[src/pkg/vppm_pkg.sv]
// Purpose: shared constants for the voltage phase plausibility monitor
// Assumes: one 25 MHz clock; measured values arrive already on that clock
// Notes: setting defaults are listed here for whoever drives the setting ports

package vppm_pkg;

  // ****************************************
  // clock and timing
  // ****************************************
  localparam int unsigned CLK_HZ = 25_000_000;
  localparam int unsigned SEC_TIME_S = 1;
  localparam int unsigned TICKS_PER_SEC = CLK_HZ * SEC_TIME_S;
  localparam int unsigned DELAY_W = 10;
  localparam logic [9:0] DELAY_MIN_S = 10'h001;
  localparam logic [9:0] DELAY_MAX_S = 10'h3e7;
  localparam logic [9:0] DELAY_DEF_S = 10'h01e;

  // ****************************************
  // wiring configuration codes
  // ****************************************
  localparam logic [1:0] WIRE_THREE_PHASE_FOUR_WIRE = 2'h0;
  localparam logic [1:0] WIRE_THREE_PHASE_THREE_WIRE = 2'h1;
  localparam logic [1:0] WIRE_SINGLE_PHASE_TWO_WIRE = 2'h2;

  // ****************************************
  // alarm classes
  // ****************************************
  localparam logic [2:0] CLASS_A = 3'h0;
  localparam logic [2:0] CLASS_B = 3'h1;
  localparam logic [2:0] CLASS_C = 3'h2;
  localparam logic [2:0] CLASS_D = 3'h3;
  localparam logic [2:0] CLASS_E = 3'h4;
  localparam logic [2:0] CLASS_F = 3'h5;
  localparam logic [2:0] CLASS_CONTROL = 3'h6;
  localparam logic [2:0] CLASS_NONE = 3'h7;

  // ****************************************
  // setting defaults
  // ****************************************
  localparam logic ROT_ENABLE_DEF = 1'b1;
  localparam logic ROT_SELF_ACK_DEF = 1'b1;
  localparam logic PLAUS_ENABLE_DEF = 1'b0;
  localparam logic PLAUS_SELF_ACK_DEF = 1'b0;
  localparam logic LOCKABLE_DEF = 1'b0;
  localparam logic [2:0] CLASS_DEF = CLASS_B;

  // ****************************************
  // plausibility angle window and display
  // ****************************************
  localparam logic signed [8:0] ANGLE_LIM_DEG = 9'sh00a;
  localparam logic [1:0] DISP_NONE = 2'h0;
  localparam logic [1:0] DISP_ROT_MISMATCH = 2'h1;
  localparam logic [1:0] DISP_VOLT_MISMATCH = 2'h2;

  // ****************************************
  // plausibility delay states
  // ****************************************
  typedef enum logic [2:0] {
    VPPM_IDLE = 3'h1,
    VPPM_TIMING = 3'h2,
    VPPM_EXPIRED = 3'h4
  } vppm_dly_state_t;

endpackage

[src/pkg/vppm_alarm_if.sv]
// Purpose: carrier between a check and its alarm latch
// Assumes: single clock domain
// Notes: fault is the qualified condition, ack a one-cycle pulse

`timescale 1ns/1ps

interface vppm_alarm_if;
  logic fault;
  logic enable;
  logic self_ack;
  logic ack;
  logic [2:0] class_sel;
  logic alarm;
  logic [2:0] alarm_class;

  modport check (output fault, output enable, output self_ack, output ack,
                 output class_sel, input alarm, input alarm_class);
  modport latch (input fault, input enable, input self_ack, input ack,
                 input class_sel, output alarm, output alarm_class);
endinterface

[src/rtl/vppm_alarm_latch.sv]
// Purpose: alarm flag with self or manual acknowledge
// Assumes: fault and ack on clk_in
// Notes: a fault present in the ack cycle keeps the alarm set

`timescale 1ns/1ps

module vppm_alarm_latch (
  // clock and reset
  input wire logic clk_in,
  input wire logic rst_in,
  // check side
  vppm_alarm_if.latch al
);

  // ****************************************
  // alarm flag
  // ****************************************
  always_ff @(posedge clk_in or posedge rst_in) begin
    if (rst_in) begin
      al.alarm <= 1'b0;
    end else if (!al.enable) begin
      al.alarm <= 1'b0;
    end else if (al.fault) begin
      al.alarm <= 1'b1;
    end else if (al.self_ack) begin
      al.alarm <= 1'b0;
    end else if (al.ack) begin
      al.alarm <= 1'b0;
    end
  end

  // class held from the moment of tripping, so a later setting change
  // does not alter the action of an alarm already standing
  always_ff @(posedge clk_in or posedge rst_in) begin
    if (rst_in) begin
      al.alarm_class <= vppm_pkg::CLASS_NONE;
    end else if (al.enable && al.fault && !al.alarm) begin
      al.alarm_class <= al.class_sel;
    end else if (!al.enable || (!al.fault && (al.self_ack || al.ack))) begin
      // dropped on the same edge that clears the alarm
      al.alarm_class <= vppm_pkg::CLASS_NONE;
    end
  end

endmodule

[src/rtl/vppm_monitor.sv]
// Purpose: phase rotation and voltage plausibility alarm logic
// Assumes: measured values and status flags come from logic on clk_in;
//   breaker feedbacks and acknowledge inputs are pins
// Notes: settings are plain ports, see package for their defaults
// Notes on behaviour
// - rotation differs between systems: raise rotation alarm, inhibit synchronizing
// - rotation alarm never blocks a dead busbar closure
// - rotation trip sets rotation alarm flag and rotation mismatch display
// - three-phase wiring on both: check only above half rated voltage
// - single-phase wiring on both: rotation taken from setting, not measured
// - rotation enable on/off, default on; off raises no alarm
// - each check has class A to F or Control, default B
// - self-acknowledge clears alarm when fault gone; rotation default set
// - without self-acknowledge alarm latches until manual or external ack
// - lockable set: check runs only while lock status false
// - plausibility runs only while breakers connect both systems
// - plausibility fault when status flags disagree
// - both okay: fault also when angle outside plus or minus ten degrees
// - plausibility alarm after fault held for delay of 1 to 999 s
// - plausibility trip sets voltage mismatch flag and display; a standing rotation alarm keeps display on rotation mismatch
// - plausibility enable on/off, default off; off raises no alarm

`timescale 1ns/1ps

module vppm_monitor #(
  parameter int unsigned TICKS_PER_SEC = vppm_pkg::TICKS_PER_SEC,
  parameter int unsigned DELAY_W = vppm_pkg::DELAY_W
) (
  // clock and reset
  input wire logic clk_in,
  input wire logic rst_in,
  // discrete pins
  input wire logic cba_closed_in,
  input wire logic cbb_closed_in,
  input wire logic manual_ack_in,
  input wire logic ext_ack_in,
  // measurement results
  input wire logic [1:0] wiring_a_in,
  input wire logic [1:0] wiring_b_in,
  input wire logic [15:0] volt_a_in,
  input wire logic [15:0] volt_b_in,
  input wire logic [15:0] rated_volt_in,
  input wire logic rot_a_cw_in,
  input wire logic rot_b_cw_in,
  input wire logic single_rot_cw_in,
  input wire logic status_a_ok_in,
  input wire logic status_b_ok_in,
  input wire logic signed [8:0] phase_angle_in,
  input wire logic lock_monitoring_in,
  // rotation check settings
  input wire logic rot_enable_in,
  input wire logic [2:0] rot_class_in,
  input wire logic rot_self_ack_in,
  input wire logic rot_lockable_in,
  // plausibility check settings
  input wire logic plaus_enable_in,
  input wire logic [DELAY_W-1:0] plaus_delay_s_in,
  input wire logic [2:0] plaus_class_in,
  input wire logic plaus_self_ack_in,
  input wire logic plaus_lockable_in,
  // closure requests
  input wire logic sync_close_req_in,
  input wire logic dead_bus_req_in,
  // alarms
  output logic rot_alarm_out,
  output logic [2:0] rot_class_out,
  output logic plaus_alarm_out,
  output logic [2:0] plaus_class_out,
  output logic plaus_timing_out,
  output logic [1:0] display_out,
  // closure permits
  output logic sync_close_permit_out,
  output logic dead_bus_permit_out
);

  // ****************************************
  // parameter checks
  // ****************************************
  generate
    if (TICKS_PER_SEC < 2) begin : g_bad_ticks
      $error("TICKS_PER_SEC must be at least 2");
    end
    if (DELAY_W != 10) begin : g_bad_width
      $error("DELAY_W must be 10 to hold 999 s");
    end
  endgenerate

  localparam int unsigned PRE_W = $clog2(TICKS_PER_SEC);
  localparam logic [PRE_W-1:0] PRE_LAST = PRE_W'(TICKS_PER_SEC - 1);

  function automatic logic is_three_phase(input logic [1:0] w);
    is_three_phase = (w == vppm_pkg::WIRE_THREE_PHASE_FOUR_WIRE) ||
                     (w == vppm_pkg::WIRE_THREE_PHASE_THREE_WIRE);
  endfunction

  // strictly above half rated: twice the voltage beats rated
  function automatic logic above_half(input logic [15:0] v, input logic [15:0] r);
    above_half = {v, 1'b0} > {1'b0, r};
  endfunction

  // ****************************************
  // pin synchronisers
  // ****************************************
  logic [3:0] sync1_ff;
  logic [3:0] sync2_ff;
  logic [1:0] ack_prev_ff;
  logic cba_closed;
  logic cbb_closed;
  logic ack_pulse;

  always_ff @(posedge clk_in or posedge rst_in) begin
    if (rst_in) begin
      sync1_ff <= 4'h0;
      sync2_ff <= 4'h0;
    end else begin
      sync1_ff <= {cba_closed_in, cbb_closed_in, manual_ack_in, ext_ack_in};
      sync2_ff <= sync1_ff;
    end
  end

  always_ff @(posedge clk_in or posedge rst_in) begin
    if (rst_in) begin
      ack_prev_ff <= 2'h0;
    end else begin
      ack_prev_ff <= sync2_ff[1:0];
    end
  end

  assign cba_closed = sync2_ff[3];
  assign cbb_closed = sync2_ff[2];
  // a held button acknowledges once, on its rising edge
  assign ack_pulse = |(sync2_ff[1:0] & ~ack_prev_ff);

  // ****************************************
  // phase rotation check
  // ****************************************
  logic three_both;
  logic single_both;
  logic volt_live;
  logic rot_a_eff;
  logic rot_b_eff;
  logic rot_run;
  logic rot_fault;

  assign three_both = is_three_phase(wiring_a_in) && is_three_phase(wiring_b_in);
  assign single_both = (wiring_a_in == vppm_pkg::WIRE_SINGLE_PHASE_TWO_WIRE) &&
                       (wiring_b_in == vppm_pkg::WIRE_SINGLE_PHASE_TWO_WIRE);
  assign volt_live = above_half(volt_a_in, rated_volt_in) &&
                     above_half(volt_b_in, rated_volt_in);
  assign rot_a_eff = single_both ? single_rot_cw_in : rot_a_cw_in;
  assign rot_b_eff = single_both ? single_rot_cw_in : rot_b_cw_in;
  assign rot_run = rot_enable_in && !(rot_lockable_in && lock_monitoring_in) &&
                   ((three_both && volt_live) || single_both);
  assign rot_fault = rot_run && (rot_a_eff != rot_b_eff);

  vppm_alarm_if rot_if ();

  assign rot_if.fault = rot_fault;
  assign rot_if.enable = rot_enable_in;
  assign rot_if.self_ack = rot_self_ack_in;
  assign rot_if.ack = ack_pulse;
  assign rot_if.class_sel = rot_class_in;

  vppm_alarm_latch u_rot_latch (
    .clk_in(clk_in),
    .rst_in(rst_in),
    .al(rot_if.latch)
  );

  // ****************************************
  // voltage plausibility condition
  // ****************************************
  logic connected;
  logic angle_out;
  logic plaus_cond;
  logic plaus_hold;

  assign connected = cba_closed && cbb_closed;
  assign angle_out = (phase_angle_in > vppm_pkg::ANGLE_LIM_DEG) ||
                     (phase_angle_in < -vppm_pkg::ANGLE_LIM_DEG);
  assign plaus_cond = connected && ((status_a_ok_in != status_b_ok_in) ||
                      (status_a_ok_in && status_b_ok_in && angle_out));
  assign plaus_hold = plaus_enable_in && !(plaus_lockable_in && lock_monitoring_in) &&
                      plaus_cond;

  // ****************************************
  // plausibility delay
  // ****************************************
  logic [DELAY_W-1:0] delay_eff;
  vppm_pkg::vppm_dly_state_t state_ff;
  vppm_pkg::vppm_dly_state_t nxt_state;
  logic [PRE_W-1:0] pre_ff;
  logic [DELAY_W-1:0] sec_ff;
  logic sec_tick;
  logic delay_done;

  // out-of-range settings are pinned to the nearest legal delay
  always_comb begin
    if (plaus_delay_s_in < vppm_pkg::DELAY_MIN_S) begin
      delay_eff = vppm_pkg::DELAY_MIN_S;
    end else if (plaus_delay_s_in > vppm_pkg::DELAY_MAX_S) begin
      delay_eff = vppm_pkg::DELAY_MAX_S;
    end else begin
      delay_eff = plaus_delay_s_in;
    end
  end

  assign sec_tick = (state_ff == vppm_pkg::VPPM_TIMING) && (pre_ff == PRE_LAST);
  assign delay_done = sec_tick && ((sec_ff + 10'h001) >= delay_eff);

  always_comb begin
    case (state_ff)
      vppm_pkg::VPPM_IDLE: begin
        nxt_state = plaus_hold ? vppm_pkg::VPPM_TIMING : vppm_pkg::VPPM_IDLE;
      end
      vppm_pkg::VPPM_TIMING: begin
        if (!plaus_hold) begin
          nxt_state = vppm_pkg::VPPM_IDLE;
        end else if (delay_done) begin
          nxt_state = vppm_pkg::VPPM_EXPIRED;
        end else begin
          nxt_state = vppm_pkg::VPPM_TIMING;
        end
      end
      vppm_pkg::VPPM_EXPIRED: begin
        nxt_state = plaus_hold ? vppm_pkg::VPPM_EXPIRED : vppm_pkg::VPPM_IDLE;
      end
      default: begin
        nxt_state = vppm_pkg::VPPM_IDLE;
      end
    endcase
  end

  always_ff @(posedge clk_in or posedge rst_in) begin
    if (rst_in) begin
      state_ff <= vppm_pkg::VPPM_IDLE;
    end else begin
      state_ff <= nxt_state;
    end
  end

  // prescaler and seconds restart from zero outside timing
  always_ff @(posedge clk_in or posedge rst_in) begin
    if (rst_in) begin
      pre_ff <= '0;
      sec_ff <= '0;
    end else if (state_ff != vppm_pkg::VPPM_TIMING || !plaus_hold) begin
      pre_ff <= '0;
      sec_ff <= '0;
    end else if (sec_tick) begin
      pre_ff <= '0;
      sec_ff <= sec_ff + 10'h001;
    end else begin
      pre_ff <= pre_ff + PRE_W'(1);
    end
  end

  vppm_alarm_if plaus_if ();

  assign plaus_if.fault = (state_ff == vppm_pkg::VPPM_EXPIRED) && plaus_hold;
  assign plaus_if.enable = plaus_enable_in;
  assign plaus_if.self_ack = plaus_self_ack_in;
  assign plaus_if.ack = ack_pulse;
  assign plaus_if.class_sel = plaus_class_in;

  vppm_alarm_latch u_plaus_latch (
    .clk_in(clk_in),
    .rst_in(rst_in),
    .al(plaus_if.latch)
  );

  // ****************************************
  // indication
  // ****************************************
  logic [1:0] disp_ff;

  // rotation shown first: it is the one that blocks synchronizing
  always_ff @(posedge clk_in or posedge rst_in) begin
    if (rst_in) begin
      disp_ff <= vppm_pkg::DISP_NONE;
    end else if (rot_if.alarm) begin
      disp_ff <= vppm_pkg::DISP_ROT_MISMATCH;
    end else if (plaus_if.alarm) begin
      disp_ff <= vppm_pkg::DISP_VOLT_MISMATCH;
    end else begin
      disp_ff <= vppm_pkg::DISP_NONE;
    end
  end

  // ****************************************
  // outputs
  // ****************************************
  assign rot_alarm_out = rot_if.alarm;
  assign rot_class_out = rot_if.alarm_class;
  assign plaus_alarm_out = plaus_if.alarm;
  assign plaus_class_out = plaus_if.alarm_class;
  assign plaus_timing_out = (state_ff == vppm_pkg::VPPM_TIMING);
  assign display_out = disp_ff;
  assign sync_close_permit_out = sync_close_req_in && !rot_if.alarm;
  assign dead_bus_permit_out = dead_bus_req_in;

endmodule

[config.mk]
export PLATFORM = sky130hd
export DESIGN_NAME = vppm_monitor
export DESIGN_NICKNAME = d
export VERILOG_FILES = /design/src/pkg/vppm_pkg.sv /design/src/pkg/vppm_alarm_if.sv /design/src/rtl/vppm_alarm_latch.sv /design/src/rtl/vppm_monitor.sv
export SDC_FILE = /design/constraint.sdc
export NUM_CORES = 1
export LEC_CHECK = 0
export ABC_AREA = 0
export BUFFER_PORTS_ARGS = -buffer_cell sky130_fd_sc_hd__buf_2
export CAP_MARGIN = 30
export CORE_MARGIN = 1.5
export CORE_UTILIZATION = 52
export DETAILED_ROUTE_END_ITERATION = 6
export PLACE_DENSITY = 0.91
export SETUP_SLACK_MARGIN = 0.02
export SLEW_MARGIN = 20
export SYNTH_ARGS = -nofsm -noshare
export SYNTH_HDL_FRONTEND = slang
export SYNTH_SLANG_ARGS = --single-unit
[constraint.sdc]
create_clock -name clk_in -period 3.55 [get_ports clk_in]
set_input_delay 0.355 -clock clk_in [delete_from_list [all_inputs] [get_ports clk_in]]
set_output_delay 0.355 -clock clk_in [all_outputs]
set_load 0.05 [all_outputs]
* Yosys cells after proc, flatten, opt, wreduce, memory -nomap -nowiden
Index checks and enable logic that the tools add are counted.
** Word-level totals
- Register bits after elaboration :: 58
- Word-level logic and storage cells :: 111
** Cells by class
- $add $sub $neg :: 2
- Magnitude comparators :: 7
- Eq/ne operators :: 13
- Muxes and demuxes :: 26
- Bitwise gates (word level) :: 2
- Reductions and logical operators :: 50
** Operator list (number)
- 2-to-1 mux 25 bit :: 2
- 2-to-1 mux 10 bit :: 4
- > comparator 17 x 16 -> 1 bit :: 2
- adder 25 x 1 -> 25 bit, second input constant :: 1
- == test 25 bit, second input constant :: 1
- logical AND 1 bit :: 25
- 2-to-1 mux 3 bit :: 7
- adder 10 x 1 -> 10 bit, second input constant :: 1
- >= comparator 10 bit :: 1
- > comparator 10 bit, second input constant :: 1
- logical OR 1 bit :: 10
- < comparator 10 x 1 -> 1 bit, second input constant :: 1
- > comparator 9 x 5 -> 1 bit, second input constant :: 1
- zero test 1 bit :: 9
- < comparator 9 x 5 -> 1 bit, second input constant :: 1
- 2-to-1 mux 1 bit :: 9
- case mux 3 bit (3 select lines) :: 1
- != test 4 x 1 -> 1 bit, second input constant :: 2
- 2-to-1 mux 2 bit :: 3
- nonzero test 2 bit :: 3
- == test 2 x 1 -> 1 bit, second input constant :: 2
- == test 2 bit, second input constant :: 2
- zero test 2 bit :: 2
- == test 3 x 1 -> 1 bit, second input constant :: 1
- 7 further kinds :: 8

* Depth between registers and ports, before layout
- Depth after elaboration :: 12
- Mapped depth :: 12

* By module
From an unflattened synthesis, not the netlist that was laid out.
** Second synthesis, totals
- Cell total of the unflattened synthesis :: 420
- Area total of the unflattened synthesis :: 3873.7 um^2
** By module, submodules not included
- vppm_monitor :: instances 1, cells an instance 380, area an instance 3438.3 um^2, seq. area each 1252.5 um^2
- vppm_alarm_latch :: instances 2, cells an instance 20, area an instance 217.7 um^2, seq. area each 103.8 um^2

* Least setup slack after synthesis
OpenSTA, ideal clock, no wires.
- Path type :: reg2reg
- Start point :: register sec_ff[0]
- End point :: register state_ff[1]
- Library setup time :: 0.094 ns
- Data arrival time :: 2.551 ns
- Required time :: 3.456 ns
- Path slack :: 0.905 ns
- Stages on the path, launching flop included :: 12
- Path buffers :: 0
- Cells stage by stage :: dfrtp_1 ha_1 and3_1 and3_1 and3_1 xor2_1 ha_1 nor4_1 nand2_1 a2111oi_0 o31ai_1 a211oi_1
** Between the ends
- Word-level cells in the longest chain between the ends :: 6
** RTL lines
- from (decl) :: line vppm_monitor.sv:193 : logic [DELAY_W-1:0] sec_ff;
- from (signal assigned) :: line vppm_monitor.sv:252 : sec_ff <= sec_ff + 10'h001;
- adder 10 x 1 -> 10 bit :: line vppm_monitor.sv:209 : assign delay_done = sec_tick && ((sec_ff + 10'h001) >= delay_eff);
- >= comparator 10 bit :: line vppm_monitor.sv:209
- logical AND 1 bit :: line vppm_monitor.sv:209
- 2-to-1 mux 3 bit :: line vppm_monitor.sv:219 : end else if (delay_done) begin
- 2-to-1 mux 3 bit :: line vppm_monitor.sv:217 : if (!plaus_hold) begin
- case mux 3 bit (3 select lines) :: line vppm_monitor.sv:212 : case (state_ff)
- net nxt_state[1] :: line vppm_monitor.sv:191 : vppm_pkg::vppm_dly_state_t nxt_state;
- to (signal assigned) :: line vppm_monitor.sv:236 : state_ff <= vppm_pkg::VPPM_IDLE;
- to (signal assigned) :: line vppm_monitor.sv:238 : state_ff <= nxt_state;
- to (decl) :: line vppm_monitor.sv:190 : vppm_pkg::vppm_dly_state_t state_ff;
The timed path passes the listed nets, and every way through them passes these cells.
A chain may end at the register's enable or synchronous reset.

* Worst setup path in the final report
Same ends and word-level chain as after synthesis.

==> summary by stage <==
Global route
The global-route wire length before repair is approximately 14 mm. The global router's overall resource usage is 0.239. The pin count of the biggest net entering global routing is 38. Summed over all layers, the global routing overflow is 0. The initial antenna violation count was 0.

The number of global-route vias before repair was 3462.

Critical path
The worst setup path is launched from a flip-flop. Of all nets on the critical path, the largest fanout is 4. At the worst endpoint, the required time is 3790 ps. The sort of element at the end of the critical path is a flip-flop.

The critical path arrival is between 3000 and 4000 ps. By startpoint and endpoint, the worst setup path is classified as reg2reg.

Drt
The highest metal layer carrying signal wires in the routed design is met4. The routed via count divided by cell count is 5.50. Across all layers, the routed design uses roughly 3.3k vias. After detailed routing, the number of remaining DRC violations is 0.

The average detailed-routed wire length per instance is about 14 um. The final wirelength is about 8.5 mm. The detailed router put a total of between 3 and 4 mm of wire on met1. The iteration count of the initial detailed-routing pass is 4. In this run, the number of DRC markers left after iteration 0 of detailed routing was approximately 180. Wire segments on met2 add up to about 4.4 mm in the final route. The length of routed met3 wiring is about 380 um.

The detail route stage leaves a number of antenna-violating nets equal to 0.

Power
The combinational power share is 0.119. Across the VDD grid, the largest voltage drop is approximately 340 uV. The clock share of power is 0.442. Internal power comes to around 1.2 mW. The areal power density over the cells is about 340 mW/mm2. The analysis attributes to net switching a power of roughly 340 uW.

The design draws ~1.5 mW. Of the total power, the share spent switching nets is 0.224. The leakage power is 2.28 nW.

The share of total power dissipated in sequential elements is 0.440.

Timing
Setup violations remaining at the end of the flow were counted as 0. In the finished design, the share of the clock period the worst path needs comes to 0.887. The post-layout worst setup margin is between 400 and 500 ps. Based on the critical path, the design can be clocked at up to between 300 and 400 MHz. Clock skew on the completed layout was measured at ~9 ps. At the pin with the least slew margin, the transition time is 729 ps. The number of endpoints with negative hold slack in the final report is 0. The remaining max-slew budget at the tightest pin is 0.502. The final-layout setup total negative slack is 0 ps. The time the final worst path needs with I/O delays and setup is 3150 ps. The max-slew violation count is 0.

Setup repair after global routing left no endpoint under its margin.

Final layout
The fraction of layout instances using a drive strength above 1 is 0.267. The count of inserted antenna diode cells is 0. Relative to the synthesized area, the layout overhead comes to 22.3%. Leaving out fill and tap cells, the most frequent cells in the layout are sky130_fd_sc_hd__buf_2 (104), sky130_fd_sc_hd__dfrtp_1 (51), sky130_fd_sc_hd__nor2_1 (50). The net count of the finished layout is approximately 640. Leaving out fill and tap cells, the most frequent cell in the layout is sky130_fd_sc_hd__buf_2.

Logic synthesis
Sorting the synthesized cells by area gives the leading types as sky130_fd_sc_hd__dfrtp_1 (34%), sky130_fd_sc_hd__ha_1 (14%), sky130_fd_sc_hd__xor2_1 (7.0%). The post-synthesis share of cell area spent on xor and xnor gates is 0.0963. The post-synthesis compound-gate area fraction came to 0.102. For this run, the number of Yosys warnings is 0. Synthesis instantiated between 40 and 50 different standard cells from the library.

In the synthesized netlist the dominant register cell turns out to be sky130_fd_sc_hd__dfrtp_1. The number of enable flip-flop cells after synthesis is 0. A synthesized cell averages 9.49 um2.

The net count of the mapped netlist is 533. Of the synthesized area, sequential elements account for 0.391. In this run the cell area of the synthesized design comes to 0.00373 mm2. The cell type with the largest total area after synthesis is sky130_fd_sc_hd__dfrtp_1. Of the total synthesized cell area, the portion taken by full adders, half adders and majority gates is 0.144. The post-synthesis sequential element count is 58.

The fraction of synthesized cell area taken by the top area cell type is 0.342. Of the total synthesized cell area, the portion taken by AND, OR, NAND and NOR gates is 0.212. The share of flip-flops with an asynchronous set or reset is 1.00. The proportion of synthesized area in mux cells is 0.0144. By area, the combinational part of the netlist is dominated by simple AND/OR/NAND/NOR gates. The post-synthesis instance total is between 300 and 400.

Clock network
The post-cts resize count is 0. The clock reaches the later pin of the worst-skew pair after around 330 ps. The total CTS buffers is 9. The tree is rooted in a sky130_fd_sc_hd__clkbuf_8.

The total number of clock tree sinks is just under 60. The clock input transition at the sequential cells of the worst setup and hold paths is around 70 ps. Buffers added to address setup during post-CTS repair amount to 0.

CTS built an H-tree with a depth of 3. The number of buffers added to fix hold violations after cts is 0. The deepest clock path buffer count is 2. TritonCTS built the clock tree.

Floorplan
The I/O pin count is 110. The die boundary height is between 80 and 90 um. For this configuration, the core starts out at a cell density of 0.543. The x dimension of the die is about 90 um. The count of standard-cell rows is 30.

The die area is just under 0.008 mm2. The placeable core area is ~0.0069 mm2.

Flow run
The total of max-cap violations is 0.

Placement
The congestion estimate from routability-driven global placement came to 0.826. At the placement stage, the worst setup path has a slack of 443 ps. Detailed placement finished with a half-perimeter wire length of 6.65 mm.

In this run the tool buffered the top-level ports with 104 buffer cells.

Worst hold path
In this run the worst hold path is classified as in2reg.

Outcome
The run finished with clean final reports.
layout make-up:
type | instances | area (um2)
repair buffers | 105 | 528
clock buffers | 14 | 163
flip-flops and latches | 58 | 1460
multi-input cells | 301 | 2120
fillers | 538 | 2310
inverters | 29 | 109
well taps | 96 | 120
clock inverters | 2 | 60.1
synthesized netlist by cell type, types with 2 or more instances:
| library cell | instances |
|---|---|
| sky130_fd_sc_hd__a211oi_1 | 5 |
| sky130_fd_sc_hd__a21o_1 | 7 |
| sky130_fd_sc_hd__a21oi_1 | 12 |
| sky130_fd_sc_hd__a31oi_1 | 2 |
| sky130_fd_sc_hd__and3_1 | 11 |
| sky130_fd_sc_hd__buf_2 | 2 |
| sky130_fd_sc_hd__buf_6 | 2 |
| sky130_fd_sc_hd__dfrtp_1 | 51 |
| sky130_fd_sc_hd__dfstp_2 | 7 |
| sky130_fd_sc_hd__ha_1 | 43 |
| sky130_fd_sc_hd__inv_1 | 29 |
| sky130_fd_sc_hd__mux2i_1 | 4 |
| sky130_fd_sc_hd__nand2_1 | 29 |
| sky130_fd_sc_hd__nand2b_1 | 4 |
| sky130_fd_sc_hd__nand3_1 | 20 |
| sky130_fd_sc_hd__nand4_1 | 11 |
| sky130_fd_sc_hd__nand4b_1 | 2 |
| sky130_fd_sc_hd__nor2_1 | 50 |
| sky130_fd_sc_hd__nor2b_1 | 5 |
| sky130_fd_sc_hd__nor3_1 | 3 |
| sky130_fd_sc_hd__nor3b_1 | 2 |
| sky130_fd_sc_hd__nor4_1 | 7 |
| sky130_fd_sc_hd__o2111ai_1 | 2 |
| sky130_fd_sc_hd__o21ai_0 | 12 |
| sky130_fd_sc_hd__o22ai_1 | 3 |
| sky130_fd_sc_hd__o31ai_1 | 2 |
| sky130_fd_sc_hd__o32a_2 | 3 |
| sky130_fd_sc_hd__or3_1 | 3 |
| sky130_fd_sc_hd__xnor2_1 | 11 |
| sky130_fd_sc_hd__xor2_1 | 30 |
through the flow:
step                      cell area [um2]  hold WS [ps]   util  std cells
after floorplan                      3730           331      -        393
after global placement               4340           334  0.632        589
after detailed placement             4340           335  0.632        589
after CTS                            4560           121  0.664        605
after global routing                 4560           116  0.664        605
final                                4560           131  0.664        605
sequential cells by signal, summed over array words and instances (netlist names):
| name | flops |
|---|---|
| u_plaus_latch.al.alarm | 1 |
| sync2_ff | 4 |
| pre_ff | 25 |
| u_rot_latch.al.alarm | 1 |
| sync1_ff | 4 |
| ack_prev_ff | 2 |
| state_ff | 3 |
| sec_ff | 10 |
| u_rot_latch.al.alarm_class | 3 |
| u_plaus_latch.al.alarm_class | 3 |
| display_out | 2 |
worst max-delay path, cell delays in order, from the launching register on:
cell and delay [ps]:
sky130_fd_sc_hd__dfrtp_1 420, sky130_fd_sc_hd__ha_1 250, sky130_fd_sc_hd__and3_1 220, sky130_fd_sc_hd__and3_1 220, sky130_fd_sc_hd__and3_1 210, sky130_fd_sc_hd__xor2_1 150
sky130_fd_sc_hd__ha_1 210, sky130_fd_sc_hd__nor4_1 180, sky130_fd_sc_hd__nand2_1 120, sky130_fd_sc_hd__a2111oi_0 690, sky130_fd_sc_hd__o31ai_1 150, sky130_fd_sc_hd__a211oi_1 250
cells by family after synthesis:
logic type / after synthesis
compound gates: 55
xor+xnor: 41
fa+ha+maj: 43
buf+inv: 34
flops: 58
mux: 5
simple gates: 157
routing by layer:
metal,vias up,track usage
met5,-,0
met4,0,0.130
met3,27,0.0490
met2,110,0.436
met1,1582,0.258
li1,1606,-
power groups by stage:
stage	combinational, mW	sequential (mW)	clock, mW
2_1_floorplan	0.0973	0.688	0
3_3_place_gp	0.171	0.685	0
3_5_place_dp	0.182	0.685	0
4_1_cts	0.182	0.674	0.685
5_1_grt	0.206	0.674	0.721
6_report	0.182	0.674	0.676
path summary, 6_finish.rpt:
check                                 start                            end  slack (ps)  depth (start not counted)
worst max-delay path              sec_ff[0]                    state_ff[1]         400                         11
worst min-delay path             ext_ack_in                    sync1_ff[0]         130                          1
worst max register to register    sec_ff[0]                    state_ff[1]         400                         11
worst min register to register  sync1_ff[3]                    sync2_ff[3]         350                          0
max in group asynchronous            rst_in  u_rot_latch.al.alarm_class[0]        2550                          3
min in group asynchronous            rst_in                     pre_ff[13]         150                          2
Note: power is estimated with default switching activity, not from simulation.
